--- config.mk ---
export PLATFORM = sky130hd
export DESIGN_NAME = pmc_top
export DESIGN_NICKNAME = d
export VERILOG_FILES = /design/src/logic/pmc_pkg.sv /design/src/logic/pmc_top.sv
export SDC_FILE = /design/constraint.sdc
export NUM_CORES = 1
export LEC_CHECK = 0
export ABC_AREA = 1
export BUFFER_PORTS_ARGS = -buffer_cell sky130_fd_sc_hd__buf_2
export CORE_UTILIZATION = 45
export DETAILED_ROUTE_END_ITERATION = 12
export PLACE_DENSITY_LB_ADDON = 0.25
export RECOVER_POWER = 50
export SYNTH_ARGS = -nofsm -noshare
export SYNTH_HDL_FRONTEND = slang
export SYNTH_SLANG_ARGS = --single-unit
--- constraint.sdc ---
create_clock -name aclk -period 9.6 [get_ports aclk]
set_input_delay 0.48 -clock aclk [delete_from_list [all_inputs] [get_ports aclk]]
set_output_delay 0.48 -clock aclk [all_outputs]
set_load 0.005 [all_outputs]
--- src/logic/pmc_pkg.sv ---
// Shared constants and types for the panel matrix controller
//
// Behaviour
// - Quadrature encoder gives step pulse and direction
// - Four-bit core sensing groups A and B
// - Decoded strobes scan matrix; pair names function
// - Strobe zero on A0 steps frequency
// - Strobe zero on A1 means step upward
// - Strobe two selects memory channels one-five
// - Strobe three on A0 selects second TUNED_FREQUENCY_REGISTER
// - Strobe three on A1 memory read, overrides TUNED_FREQUENCY_REGISTER
// - Strobe four decodes 5/10/15/25 kHz steps
// - Strobe five A0/A1 gives plus/minus offset
// - Strobe five A3 reverses receive and transmit
// - Out-of-band transmit falls back to receive
// - Strobe six A0 with priority edits offset
// - Programmed scan between channels one and two
// - Strobe seven A1 scans memories and VFOs
// - Strobe seven A3 writes memory or TUNED_FREQUENCY_REGISTER
// - Strobe eight A0 power on, else standby
// - Strobe zero B bits choose band limits
// - Strobe six on B1,B2 presets 600 kHz
// - Multiplexed display, point on MHz digit
// - Power-up reads mode then presets storage
// - Time-shared BCD loads divider with strobe
package pmc_pkg;

  // ****************
  // Timing
  // ****************
  localparam int CLK_NS           = 25;
  localparam int STROBE_DWELL_NS  = 400;
  localparam int STROBE_DWELL_CYC = (STROBE_DWELL_NS + CLK_NS - 1) / CLK_NS;
  localparam int DIGIT_DWELL_NS   = 1000;
  localparam int DIGIT_DWELL_CYC  = (DIGIT_DWELL_NS + CLK_NS - 1) / CLK_NS;
  localparam int LATCH_AT_CYC     = DIGIT_DWELL_CYC / 2;
  localparam int SCAN_PERIOD_MS   = 100;
  localparam int SCAN_PERIOD_CYC  = SCAN_PERIOD_MS * 1000000 / CLK_NS;
  localparam int NUM_STROBES      = 9;
  localparam int NUM_MEM          = 5;

  // ****************
  // Frequencies, in 5 kHz units
  // ****************
  localparam int FW = 15;
  localparam logic [FW-1:0] F_BASE     = 15'h6D60; // 140.000 MHz
  localparam logic [FW-1:0] F_NAR_LO   = 15'h7080; // 144.000 MHz
  localparam logic [FW-1:0] F_NAR_HI   = 15'h720F; // 145.995 MHz
  localparam logic [FW-1:0] F_WIDE_LO  = 15'h7058; // 143.800 MHz
  localparam logic [FW-1:0] F_WIDE_HI  = 15'h73C7; // 148.195 MHz
  localparam logic [FW-1:0] OFFSET_600 = 15'h0078; // 600 kHz
  localparam logic [9:0]    N_BIAS     = 10'h06B;  // divide number over output
  localparam logic [2:0]    STEP_5K    = 3'h1;
  localparam logic [2:0]    STEP_10K   = 3'h2;
  localparam logic [2:0]    STEP_15K   = 3'h3;
  localparam logic [2:0]    STEP_25K   = 3'h5;

  // ****************
  // Register map
  // ****************
  localparam logic [7:0] REG_CTRL   = 8'h00;
  localparam logic [7:0] REG_STATUS = 8'h04;
  localparam logic [7:0] REG_RXF    = 8'h08;
  localparam logic [7:0] REG_TXF    = 8'h0C;
  localparam logic [7:0] REG_OFFSET = 8'h10;
  localparam logic [7:0] REG_MODE   = 8'h14;
  localparam logic [1:0] RESP_OKAY  = 2'h0;
  localparam logic [1:0] RESP_SLVERR = 2'h2;
  localparam logic [1:0] CTRL_RST   = 2'h0;

  typedef struct packed {
    logic [2:0] chan;
    logic       vfo_b;
    logic       mem_read;
    logic [2:0] step;
    logic       dup_plus;
    logic       dup_minus;
    logic       reverse;
    logic       offset_edit;
    logic       prog_scan;
    logic       mem_scan;
    logic       mem_write;
    logic       power_on;
    logic       band_wide;
  } pmc_func_t;

  typedef enum logic [1:0] {ST_WAIT_MODE, ST_PRESET, ST_RUN} pmc_state_t;

endpackage

--- src/logic/pmc_top.sv ---
// Panel matrix controller: encoder, switch matrix, display and divider loading
`timescale 1ns/10ps
`default_nettype none
module pmc_top #(
  parameter int SCAN_PERIOD = pmc_pkg::SCAN_PERIOD_CYC
) (
  // Clock and reset
  input  wire logic        aclk,
  input  wire logic        aresetn,
  // AXI4-Lite slave
  input  wire logic [7:0]  s_axi_awaddr,
  input  wire logic        s_axi_awvalid,
  output logic             s_axi_awready,
  input  wire logic [31:0] s_axi_wdata,
  input  wire logic [3:0]  s_axi_wstrb,
  input  wire logic        s_axi_wvalid,
  output logic             s_axi_wready,
  output logic [1:0]       s_axi_bresp,
  output logic             s_axi_bvalid,
  input  wire logic        s_axi_bready,
  input  wire logic [7:0]  s_axi_araddr,
  input  wire logic        s_axi_arvalid,
  output logic             s_axi_arready,
  output logic [31:0]      s_axi_rdata,
  output logic [1:0]       s_axi_rresp,
  output logic             s_axi_rvalid,
  input  wire logic        s_axi_rready,
  // Panel pins
  input  wire logic        enc_phase_a,
  input  wire logic        enc_phase_b,
  input  wire logic        scan_button_n,
  input  wire logic        priority_button_n,
  input  wire logic        ptt_n,
  input  wire logic [3:0]  sense_a,
  input  wire logic [3:0]  sense_b,
  output logic [8:0]       strobe,
  // Display and synthesizer
  output logic [3:0]       bcd_out,
  output logic [3:0]       digit_select,
  output logic             decimal_point,
  output logic [3:0]       latch_position,
  output logic             synth_latch_strobe
);
  import pmc_pkg::*;

  // ****************
  // Pin synchronisers
  // ****************
  localparam int NP = 13;
  logic [NP-1:0] pin_raw;
  logic [NP-1:0] s1_r;
  logic [NP-1:0] s2_r;
  logic [NP-1:0] s3_r;
  logic [NP-1:0] pin_r;
  assign pin_raw = {ptt_n, priority_button_n, scan_button_n, enc_phase_b, enc_phase_a,
                    sense_b, sense_a};

  always_ff @(posedge aclk) begin
    s1_r <= pin_raw;
    s2_r <= s1_r;
    s3_r <= s2_r;
    if (!aresetn) begin
      // Buttons idle high, encoder phases idle low: no false edge after reset
      pin_r <= {3'h7, 2'h0, 8'h00};
    end else begin
      // A change counts only once two late stages agree
      for (int i = 0; i < NP; i++) begin
        if (s2_r[i] == s3_r[i]) begin
          pin_r[i] <= s3_r[i];
        end
      end
    end
  end

  logic [3:0] sa;
  logic [3:0] sb;
  logic       enc_a;
  logic       enc_b;
  logic       scan_btn;
  logic       prio_btn;
  logic       ptt;
  assign sa       = pin_r[3:0];
  assign sb       = pin_r[7:4];
  assign enc_a    = pin_r[8];
  assign enc_b    = pin_r[9];
  assign scan_btn = ~pin_r[10];
  assign prio_btn = ~pin_r[11];
  assign ptt      = ~pin_r[12];

  // ****************
  // Strobe sequencer
  // ****************
  logic [3:0] stb_idx_r;
  logic [4:0] dwell_r;
  logic       sample;
  assign sample = (dwell_r == 5'(STROBE_DWELL_CYC - 1));

  always_ff @(posedge aclk) begin
    if (!aresetn) begin
      stb_idx_r <= 4'h0;
      dwell_r   <= 5'h00;
      strobe    <= 9'h001;
    end else if (sample) begin
      dwell_r <= 5'h00;
      // Cycles forever so every function refreshes once a pass
      if (stb_idx_r == 4'(NUM_STROBES - 1)) begin
        stb_idx_r <= 4'h0;
        strobe    <= 9'h001;
      end else begin
        stb_idx_r <= stb_idx_r + 4'h1;
        strobe    <= {strobe[7:0], 1'b0};
      end
    end else begin
      dwell_r <= dwell_r + 5'h01;
    end
  end

  // ****************
  // Encoder and scan pulses
  // ****************
  logic enc_a_d_r;
  logic enc_pend_r;
  logic enc_up_r;
  logic scan_active_r;
  logic scan_pend_r;
  logic blink_r;
  logic [31:0] scan_cnt_r;
  logic consume;
  logic scan_tick;
  assign consume   = sample && stb_idx_r == 4'h0;
  assign scan_tick = scan_active_r && scan_cnt_r == 32'(SCAN_PERIOD - 1);

  always_ff @(posedge aclk) begin
    if (!aresetn) begin
      enc_a_d_r  <= 1'b0;
      enc_pend_r <= 1'b0;
      enc_up_r   <= 1'b0;
    end else begin
      enc_a_d_r <= enc_a;
      // Rising phase A marks a detent; phase B gives direction
      if (enc_a && !enc_a_d_r) begin
        enc_pend_r <= 1'b1;
        enc_up_r   <= enc_b;
      end else if (consume) begin
        enc_pend_r <= 1'b0;
      end
    end
  end

  always_ff @(posedge aclk) begin
    if (!aresetn || !scan_active_r) begin
      scan_cnt_r  <= 32'h0;
      scan_pend_r <= 1'b0;
      blink_r     <= 1'b0;
    end else begin
      scan_cnt_r <= scan_tick ? 32'h0 : scan_cnt_r + 32'h1;
      if (scan_tick) begin
        scan_pend_r <= 1'b1;
        blink_r     <= ~blink_r;
      end else if (consume) begin
        scan_pend_r <= 1'b0;
      end
    end
  end

  // Pulses merge into the matrix as the A0 and A1 returns
  logic a0_eff;
  logic a1_eff;
  assign a0_eff = sa[0] | enc_pend_r | scan_pend_r;
  assign a1_eff = sa[1] | (enc_pend_r & enc_up_r);

  // ****************
  // Matrix decode
  // ****************
  pmc_func_t  fn_r;
  pmc_state_t state_r;
  logic       dup600_r;

  always_ff @(posedge aclk) begin
    if (!aresetn) begin
      fn_r     <= '0;
      dup600_r <= 1'b0;
    end else if (sample) begin
      case (stb_idx_r)
        4'h0: begin
          if (sb[2]) begin
            fn_r.band_wide <= 1'b0;
          end else if (sb[0] && sb[3]) begin
            fn_r.band_wide <= 1'b1;
          end
        end
        4'h2: begin
          if (sa[0] && sa[1]) begin
            fn_r.chan <= 3'h5;
          end else if (sa[0]) begin
            fn_r.chan <= 3'h1;
          end else if (sa[1]) begin
            fn_r.chan <= 3'h2;
          end else if (sa[2]) begin
            fn_r.chan <= 3'h3;
          end else if (sa[3]) begin
            fn_r.chan <= 3'h4;
          end else begin
            fn_r.chan <= 3'h0;
          end
        end
        4'h3: begin
          fn_r.vfo_b    <= sa[0];
          fn_r.mem_read <= sa[1];
        end
        4'h4: begin
          if (sa[0] && sa[3]) begin
            fn_r.step <= STEP_25K;
          end else if (sa[0] && sa[2]) begin
            fn_r.step <= STEP_15K;
          end else if (sa[3]) begin
            fn_r.step <= STEP_10K;
          end else begin
            fn_r.step <= STEP_5K;
          end
        end
        4'h5: begin
          fn_r.dup_plus  <= sa[0];
          fn_r.dup_minus <= sa[1] & ~sa[0];
          fn_r.reverse   <= sa[3];
        end
        4'h6: begin
          fn_r.offset_edit <= sa[0] & prio_btn & ~fn_r.mem_read;
          dup600_r         <= sb[1] & sb[2];
        end
        4'h7: begin
          fn_r.prog_scan <= sa[0];
          fn_r.mem_scan  <= sa[1];
          fn_r.mem_write <= sa[3];
        end
        4'h8: fn_r.power_on <= sa[0];
        default: fn_r.power_on <= fn_r.power_on;
      endcase
    end
  end

  // ****************
  // Frequency storage
  // ****************
  logic [FW-1:0] vfo_a_r;
  logic [FW-1:0] vfo_b_r;
  logic [FW-1:0] offset_r;
  logic [FW-1:0] mem_r [NUM_MEM];
  logic [2:0]    scan_idx_r;
  logic          mem_write_d_r;
  logic          scan_btn_d_r;
  logic          sw_scan_r;
  logic [FW-1:0] lo;
  logic [FW-1:0] hi;
  logic [FW-1:0] st;
  logic          run;
  logic          step_now;
  logic          up;
  logic          prog_ok;

  assign run      = state_r == ST_RUN && fn_r.power_on;
  assign step_now = consume && a0_eff && run;
  assign up       = a1_eff;
  assign st       = FW'(fn_r.step);
  assign prog_ok  = mem_r[1] > mem_r[0];
  // Programmed scan runs between channels one and two only
  assign lo = (scan_active_r && fn_r.prog_scan) ? mem_r[0] :
              (fn_r.band_wide ? F_WIDE_LO : F_NAR_LO);
  assign hi = (scan_active_r && fn_r.prog_scan) ? mem_r[1] :
              (fn_r.band_wide ? F_WIDE_HI : F_NAR_HI);

  function automatic logic [FW-1:0] stepf(input logic [FW-1:0] f, input logic u,
                                          input logic [FW-1:0] s, input logic [FW-1:0] l,
                                          input logic [FW-1:0] h);
    if (u) begin
      stepf = (f + s > h) ? l : f + s;
    end else begin
      stepf = (f < l + s) ? h : f - s;
    end
  endfunction

  always_ff @(posedge aclk) begin
    if (!aresetn) begin
      state_r <= ST_WAIT_MODE;
    end else begin
      case (state_r)
        // One full pass reads the mode straps first
        ST_WAIT_MODE: if (consume && fn_r.power_on) state_r <= ST_PRESET;
        ST_PRESET:    state_r <= ST_RUN;
        default:      state_r <= ST_RUN;
      endcase
    end
  end

  always_ff @(posedge aclk) begin
    if (!aresetn) begin
      scan_active_r <= 1'b0;
      scan_btn_d_r  <= 1'b0;
    end else begin
      scan_btn_d_r <= scan_btn;
      if (!run || (fn_r.prog_scan && !fn_r.mem_scan && !prog_ok)) begin
        scan_active_r <= 1'b0;
      end else if ((scan_btn && !scan_btn_d_r) || sw_scan_r) begin
        scan_active_r <= ~scan_active_r;
      end
    end
  end

  always_ff @(posedge aclk) begin
    if (!aresetn) begin
      vfo_a_r       <= F_NAR_LO;
      vfo_b_r       <= F_NAR_LO;
      offset_r      <= 15'h0000;
      scan_idx_r    <= 3'h0;
      mem_write_d_r <= 1'b0;
      for (int i = 0; i < NUM_MEM; i++) mem_r[i] <= F_NAR_LO;
    end else if (state_r == ST_PRESET) begin
      vfo_a_r    <= lo;
      vfo_b_r    <= lo;
      offset_r   <= dup600_r ? OFFSET_600 : 15'h0000;
      scan_idx_r <= 3'h0;
      for (int i = 0; i < NUM_MEM; i++) mem_r[i] <= lo;
    end else if (run) begin
      mem_write_d_r <= fn_r.mem_write;
      if (fn_r.mem_write && !mem_write_d_r) begin
        if (fn_r.mem_read && fn_r.chan != 3'h0) begin
          mem_r[fn_r.chan - 3'h1] <= vfo_a_r;
        end else if (fn_r.vfo_b) begin
          vfo_b_r <= vfo_a_r;
        end else begin
          vfo_a_r <= vfo_b_r;
        end
      end else if (step_now) begin
        if (fn_r.offset_edit) begin
          offset_r <= up ? offset_r + st : (offset_r < st ? 15'h0000 : offset_r - st);
        end else if (scan_active_r && fn_r.mem_scan) begin
          // Seven stops: both VFOs then the five channels
          scan_idx_r <= (scan_idx_r == 3'h6) ? 3'h0 : scan_idx_r + 3'h1;
        end else if (fn_r.mem_read && !scan_active_r) begin
          scan_idx_r <= scan_idx_r;
        end else if (fn_r.vfo_b) begin
          vfo_b_r <= stepf(vfo_b_r, up, st, lo, hi);
        end else begin
          vfo_a_r <= stepf(vfo_a_r, up, st, lo, hi);
        end
      end
    end
  end

  // ****************
  // Receive and transmit frequency
  // ****************
  logic [FW-1:0] rx0;
  logic [FW-1:0] shifted;
  logic          dup;
  logic          in_band;
  logic [FW-1:0] rx_r;
  logic [FW-1:0] tx_r;

  always_comb begin
    if (scan_active_r && fn_r.mem_scan) begin
      rx0 = (scan_idx_r == 3'h0) ? vfo_a_r :
            (scan_idx_r == 3'h1) ? vfo_b_r : mem_r[scan_idx_r - 3'h2];
    end else if (fn_r.mem_read && fn_r.chan != 3'h0) begin
      rx0 = mem_r[fn_r.chan - 3'h1];
    end else begin
      rx0 = fn_r.vfo_b ? vfo_b_r : vfo_a_r;
    end
    shifted = fn_r.dup_plus ? rx0 + offset_r : rx0 - offset_r;
    dup     = fn_r.dup_plus | fn_r.dup_minus;
    in_band = shifted >= (fn_r.band_wide ? F_WIDE_LO : F_NAR_LO) &&
              shifted <= (fn_r.band_wide ? F_WIDE_HI : F_NAR_HI);
  end

  always_ff @(posedge aclk) begin
    if (!aresetn) begin
      rx_r <= F_NAR_LO;
      tx_r <= F_NAR_LO;
    end else if (dup && in_band) begin
      rx_r <= fn_r.reverse ? shifted : rx0;
      tx_r <= fn_r.reverse ? rx0 : shifted;
    end else begin
      rx_r <= rx0;
      tx_r <= rx0;
    end
  end

  // ****************
  // Display and divider output
  // ****************
  function automatic logic [15:0] to_bcd(input logic [13:0] v);
    logic [29:0] sh;
    sh = {16'h0000, v};
    for (int i = 0; i < 14; i++) begin
      for (int d = 0; d < 4; d++) begin
        if (sh[14 + 4*d +: 4] > 4'h4) sh[14 + 4*d +: 4] = sh[14 + 4*d +: 4] + 4'h3;
      end
      sh = {sh[28:0], 1'b0};
    end
    to_bcd = sh[29:14];
  endfunction

  logic [2:0]    pos_r;
  logic [5:0]    pcnt_r;
  logic [FW-1:0] rel_d;
  logic [FW-1:0] rel_s;
  logic [15:0]   disp_bcd;
  logic [15:0]   n_bcd;
  assign rel_d    = rx_r - F_BASE;
  assign rel_s    = (ptt ? tx_r : rx_r) - F_BASE;
  // Display counts kHz above 140 MHz; shows MHz units and three below
  assign disp_bcd = to_bcd(14'(rel_d * 15'h0005));
  assign n_bcd    = to_bcd({4'h0, rel_s[10:1] + N_BIAS});

  always_ff @(posedge aclk) begin
    if (!aresetn) begin
      pos_r              <= 3'h0;
      pcnt_r             <= 6'h00;
      bcd_out            <= 4'h0;
      digit_select       <= 4'h0;
      decimal_point      <= 1'b0;
      latch_position     <= 4'h0;
      synth_latch_strobe <= 1'b0;
    end else begin
      pcnt_r <= (pcnt_r == 6'(DIGIT_DWELL_CYC - 1)) ? 6'h00 : pcnt_r + 6'h01;
      if (pcnt_r == 6'(DIGIT_DWELL_CYC - 1)) pos_r <= pos_r + 3'h1;
      synth_latch_strobe <= 1'b0;
      if (!pos_r[2]) begin
        // Blank in standby; point only on the MHz digit
        digit_select   <= run ? 4'h8 >> pos_r[1:0] : 4'h0;
        bcd_out        <= disp_bcd[4*(3 - pos_r[1:0]) +: 4];
        decimal_point  <= run && pos_r[1:0] == 2'h0 && !blink_r;
        latch_position <= 4'h0;
      end else begin
        // Same BCD lines now carry divide number then 5 kHz shift
        digit_select   <= 4'h0;
        decimal_point  <= 1'b0;
        latch_position <= 4'h8 >> pos_r[1:0];
        bcd_out        <= (pos_r[1:0] == 2'h3) ? {3'h0, rel_s[0]} :
                          n_bcd[4*(2 - pos_r[1:0]) +: 4];
        synth_latch_strobe <= run && pcnt_r == 6'(LATCH_AT_CYC);
      end
    end
  end

  // ****************
  // AXI4-Lite slave
  // ****************
  logic [1:0] ctrl_r;
  logic       aw_got_r;
  logic       w_got_r;
  logic [7:0] awaddr_r;
  logic [31:0] wdata_r;
  logic [31:0] rd;
  logic        rd_ok;

  always_ff @(posedge aclk) begin
    if (!aresetn) begin
      s_axi_awready <= 1'b0;
      s_axi_wready  <= 1'b0;
      s_axi_bvalid  <= 1'b0;
      s_axi_bresp   <= RESP_OKAY;
      aw_got_r      <= 1'b0;
      w_got_r       <= 1'b0;
      awaddr_r      <= 8'h00;
      wdata_r       <= 32'h0;
      ctrl_r        <= CTRL_RST;
      sw_scan_r     <= 1'b0;
    end else begin
      sw_scan_r     <= 1'b0;
      s_axi_awready <= !aw_got_r && !s_axi_awready && !s_axi_bvalid;
      s_axi_wready  <= !w_got_r && !s_axi_wready && !s_axi_bvalid;
      if (s_axi_awvalid && s_axi_awready) begin
        aw_got_r <= 1'b1;
        awaddr_r <= s_axi_awaddr;
      end
      if (s_axi_wvalid && s_axi_wready) begin
        w_got_r <= 1'b1;
        wdata_r <= s_axi_wdata;
      end
      if (aw_got_r && w_got_r && !s_axi_bvalid) begin
        aw_got_r     <= 1'b0;
        w_got_r      <= 1'b0;
        s_axi_bvalid <= 1'b1;
        s_axi_bresp  <= RESP_OKAY;
        if ({awaddr_r[7:2], 2'h0} == REG_CTRL) begin
          if (s_axi_wstrb[0]) begin
            ctrl_r    <= wdata_r[1:0];
            sw_scan_r <= wdata_r[2];
          end
        end else begin
          s_axi_bresp <= RESP_SLVERR;
        end
      end else if (s_axi_bvalid && s_axi_bready) begin
        s_axi_bvalid <= 1'b0;
      end
    end
  end

  always_comb begin
    rd    = 32'h0;
    rd_ok = 1'b1;
    if ({s_axi_araddr[7:2], 2'h0} == REG_CTRL) begin
      rd = {30'h0, ctrl_r};
    end else if ({s_axi_araddr[7:2], 2'h0} == REG_STATUS) begin
      rd = {24'h0, state_r, 1'b0, scan_active_r, fn_r.offset_edit, fn_r.mem_read,
            fn_r.vfo_b, fn_r.power_on};
    end else if ({s_axi_araddr[7:2], 2'h0} == REG_RXF) begin
      rd = {17'h0, rx_r};
    end else if ({s_axi_araddr[7:2], 2'h0} == REG_TXF) begin
      rd = {17'h0, tx_r};
    end else if ({s_axi_araddr[7:2], 2'h0} == REG_OFFSET) begin
      rd = {17'h0, offset_r};
    end else if ({s_axi_araddr[7:2], 2'h0} == REG_MODE) begin
      rd = {21'h0, fn_r.band_wide, fn_r.step, fn_r.chan, fn_r.dup_plus,
            fn_r.dup_minus, fn_r.reverse, 1'b0};
    end else begin
      rd_ok = 1'b0;
    end
  end

  always_ff @(posedge aclk) begin
    if (!aresetn) begin
      s_axi_arready <= 1'b0;
      s_axi_rvalid  <= 1'b0;
      s_axi_rdata   <= 32'h0;
      s_axi_rresp   <= RESP_OKAY;
    end else begin
      s_axi_arready <= !s_axi_arready && !s_axi_rvalid && s_axi_arvalid;
      if (s_axi_arvalid && s_axi_arready) begin
        s_axi_rvalid <= 1'b1;
        s_axi_rdata  <= rd;
        s_axi_rresp  <= rd_ok ? RESP_OKAY : RESP_SLVERR;
      end else if (s_axi_rvalid && s_axi_rready) begin
        s_axi_rvalid <= 1'b0;
      end
    end
  end

endmodule
`default_nettype wire

==> flow_metrics.py, run 1 <==
metrics = {
    "cells_and_area": {
        "fin_cells": 4998,
        "num-nets-final": 4408,
        "drive_above_1_share": 0.0896,
        "final_common_cell": "nand2_1",
        "syn2layout_area_growth_pct": 10.8,
        "most-common-layout-cells": "nand2_1 (789), inv_1 (508), o21ai_0 (354), nor2_1 (319), a21oi_1 (281)",
        "postLayoutCoreUtil": 0.505,
        "fill_cells": 6328,
    },
    "worst_setup_path": {
        "critPathMaxFanout": 5,
        "startpoint_type": "flip-flop",
        "crit_path_top_delay_cell": "dfxtp_1",
        "cpPeakStageDelay_ns": 0.37,
        "critPathMostFrequentCell": "nand2_1",
        "worst_ep_arrival_time_ns": 9.33,
        "required_ns": 10.06,
        "criticalPathCategory": "reg -> reg",
        "end_kind": "flip-flop",
    },
    "timing": {
        "hold_viol": 0,
        "fin_crit_ns": 8.88,
        "drv_slew": 131,
        "fin_skew_ns": 0.0283,
        "fmaxAchievable_mhz": 113,
        "max_slew_margin": -1.76,
        "worst_pin_slew_ns": 4.13,
        "final.period_utilization": 0.925,
        "setup_viol": 0,
        "finalSetupTns_ns": 0,
    },
    "power_and_ir_drop": {
        "power.total_mw": 4.87,
        "p_leak_nw": 14.0,
        "p_per_area_nw_per_um2": 153,
        "ir_drop_mv": 0.193,
    },
    "routing": {
        "ant_nets": 0,
        "drcViolationCount": 0,
        "drt_iter0_drc": 2607,
        "wl_per_cell_um": 17.1,
        "drt_wl_total_um": 85700,
        "routed-via-count": 27800,
        "first_pass_iters": 8,
        "post_drt_via_cell_ratio": 5.57,
    },
    "synthesis": {
        "ys.flop_type": "dfxtp_1",
        "syn_area_um2": 28800,
        "synthDistinctLibCells": 76,
        "synth_cells": 4052,
        "yosysTopAreaCellShare": 0.186,
        "ys_seq_elements": 387,
        "yosysWarnings": 0,
        "seq_area_frac_synth": 0.311,
        "async_flop_share": 0,
        "synth_area_leaders": "dfxtp_1 (19%), edfxtp_1 (13%), nand2_1 (10%)",
        "synth_largest_area_cell": "dfxtp_1",
        "synth-edff-count": 120,
        "avgSynthCellArea_um2": 7.11,
    },
    "grt": {
        "antenna_found_initial": 0,
        "grt_util_met2": 0.411,
        "gr-usage-met3": 0.0317,
        "grt_max_degree": 79,
        "grt_use_total": 0.256,
        "grt_pass1_wl_um": 133000,
        "use_met1": 0.353,
        "grt-ovfl-total": 0,
        "busiest_layer": "met2",
        "grt_pass1_vias": 25000,
    },
    "floorplanning": {
        "dieArea_um2": 65000,
        "die_width_um": 255,
        "ioPinCount": 136,
        "core_um2": 63200,
        "core.rowCount": 92,
        "die-height_um": 255,
        "initial_utilization": 0.456,
    },
    "cts": {
        "cts-htree-levels": 2,
        "clk_path_buf_depth": 3,
        "cts_made_buffers": 42,
        "cts_root_buffer": "clkbuf_16",
        "clkTransAtPathRegs_ns": 0.06,
        "cts_tree": "done",
        "clkLatencyLatePin_ns": 0.59,
        "clock_sinks": 387,
    },
    "run_status": {
        "violations": "capacitance limit, slew limit",
        "status": "finished, violations left",
    },
    "place": {
        "portBuffers": 80,
        "place_congestion": 0.938,
        "dp_hpwl_um": 64400,
        "dpl.cell_count": 4898,
    },
    "worst_hold_path": {
        "hold_path.class": "in -> reg",
    },
    "flow_run": {
        "max_cap_violations": 3,
    },
}
==> what timing repair did <==
item | CTS | global route
cloned | 0 | 0
pin swaps | 1 | 13
buffers inserted | 1 | 7
hold endpoints to repair | 13 | 0
gates resized for setup | 2 | 61
hold buffers | 13 | 0
endpoints found under the setup margin | 3 | 4
==> Yosys cell counts, drive strengths merged, types with 6 or more instances <==
cell type,number
a211oi,22
a21oi,283
a221oi,46
a22o,7
a22oi,14
a31oi,16
and2,6
buf,32
clkbuf,111
clkinv,18
dfxtp,267
edfxtp,120
fa,9
ha,210
inv,545
nand2,860
nand3,246
nand3b,10
nand4,38
nor2,331
nor3,85
nor3b,11
nor4,18
o2111ai,16
o211ai,47
o21ai,385
o21bai,14
o221ai,18
o22ai,50
o311ai,9
o31ai,6
o32ai,7
or2,18
xnor2,31
xor2,102
==> critical path: cells and delay by family, from the launching register on <==
kind	cells	cell delay (ns)
AO/OA/AOI/OAI	4	0.54
XOR/XNOR	4	0.64
adder cells (fa/ha/maj)	13	2.71
flip-flops	1	0.37
AND/OR/NAND/NOR	36	3.46
buffers and inverters	15	1.02
==> layout make-up <==
class | count | area, um2 | share of cell area
inverters | 563 | 2120 | 0.0664
clock buffers | 55 | 1170 | 0.0366
clock inverters | 23 | 241 | 0.00756
multi-input cells | 2977 | 17500 | 0.549
flip-flops and latches | 387 | 8960 | 0.281
well taps | 846 | 1060 | 0.0332
diodes | 1 | 2.50 | 0.0000784
repair buffers | 146 | 860 | 0.0269
==> registers in the layout (all words and copies together) (netlist names), 13 cells and up <==
name and count:
mem_r 120, scan_cnt_r 32, fn_r 17, offset_r 15, rx_r 15, s_axi_rdata 15, tx_r 15, vfo_a_r 15
vfo_b_r 15, pin_r 13, s1_r 13, s2_r 13, s3_r 13
==> path summary, 6_finish.rpt <==
check	start	end	slack [ns]	depth (start not counted)
min reg2reg	s1_r[11]	s2_r[11]	0.33	0
min	s_axi_wdata[2]	wdata_r[2]	0.13	3
max	rx_r[8]	bcd_out[2]	0.72	72
max reg2reg	rx_r[8]	bcd_out[2]	0.72	72
==> cells by family after synthesis <==
| family | share of synthesized area |
|---|---|
| muxes | 0.00143 |
| xor gates and xnor gates | 0.0412 |
| DFF | 0.311 |
| and+or+nand+nor | 0.253 |
| other | 0.000130 |
| buffers and inverters | 0.0949 |
| AOI/OAI and AO/OA | 0.201 |
| adders and majority gates | 0.0975 |
==> report_power, final <==
group	switching, mW	internal [mW]	leakage [nW]
Sequential	0.0245	1.72	3.29
Clock	0.720	0.952	0.693
Combinational	0.936	0.521	10.1
Total	1.68	3.19	14.0
==> routing by layer <==
| metal | part of all wire | vias up |
|---|---|---|
| met5 | 0 | - |
| met4 | 0.034 | 0 |
| met3 | 0.084 | 184 |
| met2 | 0.44 | 1092 |
| met1 | 0.44 | 12700 |
| li1 | - | 13900 |
==> stage by stage <==
step	hold WS (ns)	setup WS [ns]	instance area (um2)
floorplan	0.310	0.870	28900
global route	0.136	-0.162	31900
CTS	0.112	0.0211	31600
detailed placement	0.313	-0.00125	30100
global placement	0.310	0.211	30100
finish	0.134	0.723	31900
(Power assumes the default switching activity.)
==> inputs of run 2 (changes only) <==
Settings changed: GPL_TIMING_DRIVEN set to 0, PLACE_DENSITY set to 0.59, PLACE_DENSITY_LB_ADDON 0.25 to not set.
==> run 2 against run 1 <==
The run now ends clean. Critical path type unchanged. Total power grew 3.9%. Largest power group is now clock. Design area rose by 1.9%. Count of clock-buffer cells in the layout shrank 1. Sequential share of layout area down 0.52 points. Core utilization is 0.95 points higher. Clock skew is 0.00096 ns higher. Die area is the same. Largest cell class unchanged.
==> flow_metrics.py, run 2 (synthesized netlist as in run 1, its figures left out) <==
metrics = {
    "grt": {
        "grt_use_total": 0.294,
        "antenna_found_initial": 1,
        "grt-ovfl-total": 0,
        "grt_max_degree": 16,
        "grt_pass1_vias": 26000,
        "grt_pass1_wl_um": 148000,
    },
    "cts": {
        "cts_made_buffers": 43,
        "clkLatencyLatePin_ns": 0.60,
        "clock_sinks": 387,
        "cts-htree-levels": 2,
        "cts_tree": "done",
        "clk_path_buf_depth": 3,
        "cts_root_buffer": "clkbuf_16",
        "clkTransAtPathRegs_ns": 0.07,
    },
    "timing": {
        "finalSetupTns_ns": 0,
        "worst_pin_slew_ns": 1.44,
        "max_slew_margin": 0.0331,
        "drv_slew": 0,
        "fin_skew_ns": 0.0293,
        "fin_crit_ns": 8.96,
        "setup_viol": 0,
        "fmaxAchievable_mhz": 112,
        "final.period_utilization": 0.933,
        "hold_viol": 0,
    },
    "routing": {
        "routed-via-count": 28800,
        "ant_nets": 0,
        "drcViolationCount": 0,
        "wl_per_cell_um": 19.1,
        "post_drt_via_cell_ratio": 5.63,
        "first_pass_iters": 6,
        "drt_wl_total_um": 97600,
        "drt_iter0_drc": 2957,
    },
    "floorplanning": {
        "core_um2": 63200,
        "die-height_um": 255,
        "initial_utilization": 0.456,
        "core.rowCount": 92,
        "ioPinCount": 136,
        "dieArea_um2": 65000,
        "die_width_um": 255,
    },
    "cells_and_area": {
        "regMostFlops": "mem_r",
        "syn2layout_area_growth_pct": 12.9,
        "regArea_um2": 8960,
        "multi_input_area_um2": 17600,
        "fin_area_um2": 32500,
        "reg_top3": "mem_r (120), scan_cnt_r (32), fn_r (17)",
        "largest_reg_flops": 120,
        "fill_cells": 6286,
        "most-common-layout-cells": "nand2_1 (778), inv_1 (503), o21ai_0 (354), nor2_1 (318), a21oi_1 (280)",
        "final_common_cell": "nand2_1",
        "num-nets-final": 4517,
        "drive_above_1_share": 0.0936,
    },
    "worst_setup_path": {
        "critPathMostFrequentCell": "inv_1",
        "startpoint_type": "flip-flop",
        "critPathMaxFanout": 10,
        "end_kind": "flip-flop",
        "criticalPathCategory": "reg -> reg",
        "cpPeakStageDelay_ns": 0.98,
        "crit_path_top_delay_cell": "nor3_1",
        "required_ns": 10.09,
        "worst_ep_arrival_time_ns": 9.44,
    },
    "power_and_ir_drop": {
        "intPower_mw": 3.28,
        "power.total_mw": 5.06,
        "seq_power_share": 0.344,
        "p_per_area_nw_per_um2": 156,
        "netSwitchingFraction": 0.352,
        "p_leak_nw": 14.2,
        "ir_drop_mv": 0.248,
        "pwr-share-clk": 0.354,
        "p_switching_mw": 1.78,
        "p_comb_frac": 0.303,
    },
    "place": {
        "postPlaceCellArea_um2": 30400,
        "dp_hpwl_um": 76200,
        "portBuffers": 80,
        "place_congestion": 1.01,
    },
    "run_status": {
        "status": "finished, final reports clean",
    },
    "flow_run": {
        "max_cap_violations": 0,
    },
    "worst_hold_path": {
        "hold_path.class": "in -> reg",
    },
}
[run 2: cell count changes in the layout (fill, tap and decap cells not counted), moves of 5 or more]
| cell | before | now |
|---|---|---|
| clkbuf_1 | 55 | 167 |
| buf_4 | 50 | 37 |
| nand2_1 | 789 | 778 |
| nand2_2 | 53 | 63 |
| ha_1 | 198 | 190 |
| buf_1 | 0 | 6 |
| clkinv_4 | 0 | 5 |
| ha_2 | 2 | 7 |
| inv_1 | 508 | 503 |
[run 2: metal layers]
metal / track usage / vias to the layer above / share of wire / routed length, um
met2: 0.455 / 1258 / 0.43 / 42400
met3: 0.0412 / 234 / 0.082 / 7970
met4: 0.131 / 0 / 0.045 / 4390
met5: 0 / - / 0 / 0
met1: 0.407 / 13200 / 0.44 / 42900
li1: - / 14100 / - / -
[run 2: timing repair]
| action | CTS | global route |
|---|---|---|
| setup buffers | 3 | 13 |
| hold endpoints to repair | 13 | 0 |
| resized for setup | 12 | 91 |
| pin swaps | 4 | 18 |
| hold buffers | 13 | 0 |
| endpoints found under the setup margin | 4 | 4 |
[run 2: through the flow]
step | utilization | setup WS [ns] | cells | hold WS, ns
floorplan | - | 0.870 | 4070 | 0.310
global placement | 0.480 | -0.340 | 4996 | 0.312
detailed placement | 0.480 | -0.324 | 4998 | 0.312
CTS | 0.508 | 0.00507 | 5094 | 0.130
global route | 0.515 | -0.0638 | 5107 | 0.156
finish | 0.515 | 0.645 | 5108 | 0.147
[run 2: power by group through the flow]
stage          Sequential, mW  Clock, mW  Combinational, mW
2_1_floorplan            1.77          0               1.20
3_3_place_gp             1.78          0               1.49
3_5_place_dp             1.78          0               1.51
4_1_cts                  1.74       1.81               1.52
5_1_grt                  1.74       1.88               1.80
6_report                 1.74       1.79               1.53
[run 2: layout make-up]
| class | instances | area share |
|---|---|---|
| clock inverters | 26 | 0.0101 |
| flip-flops and latches | 387 | 0.275 |
| repair buffers | 111 | 0.0186 |
| inverters | 563 | 0.0653 |
| well taps | 846 | 0.0325 |
| clock buffers | 54 | 0.0368 |
| multi-input cells | 2977 | 0.542 |
| diodes | 1 | 0.0000769 |
| plain buffers | 143 | 0.0188 |
[run 2: final timing paths]
check / start / to / slack [ns] / cells after the start
max: fn_r[14] / tx_r[9] / 0.64 / 32
min: s_axi_rready / s_axi_rvalid / 0.15 / 4
max reg2reg: fn_r[14] / tx_r[9] / 0.64 / 32
min reg2reg: s1_r[11] / s2_r[11] / 0.33 / 0
[run 2: worst max-delay path: cells and delay by family, from the launching register on]
kind	cells	cell delay, ns
AOI/OAI and AO/OA	11	2.33
adders and majority gates	4	1.46
buffers and inverters	8	1.98
DFF	1	0.41
and+or+nand+nor	9	2.67
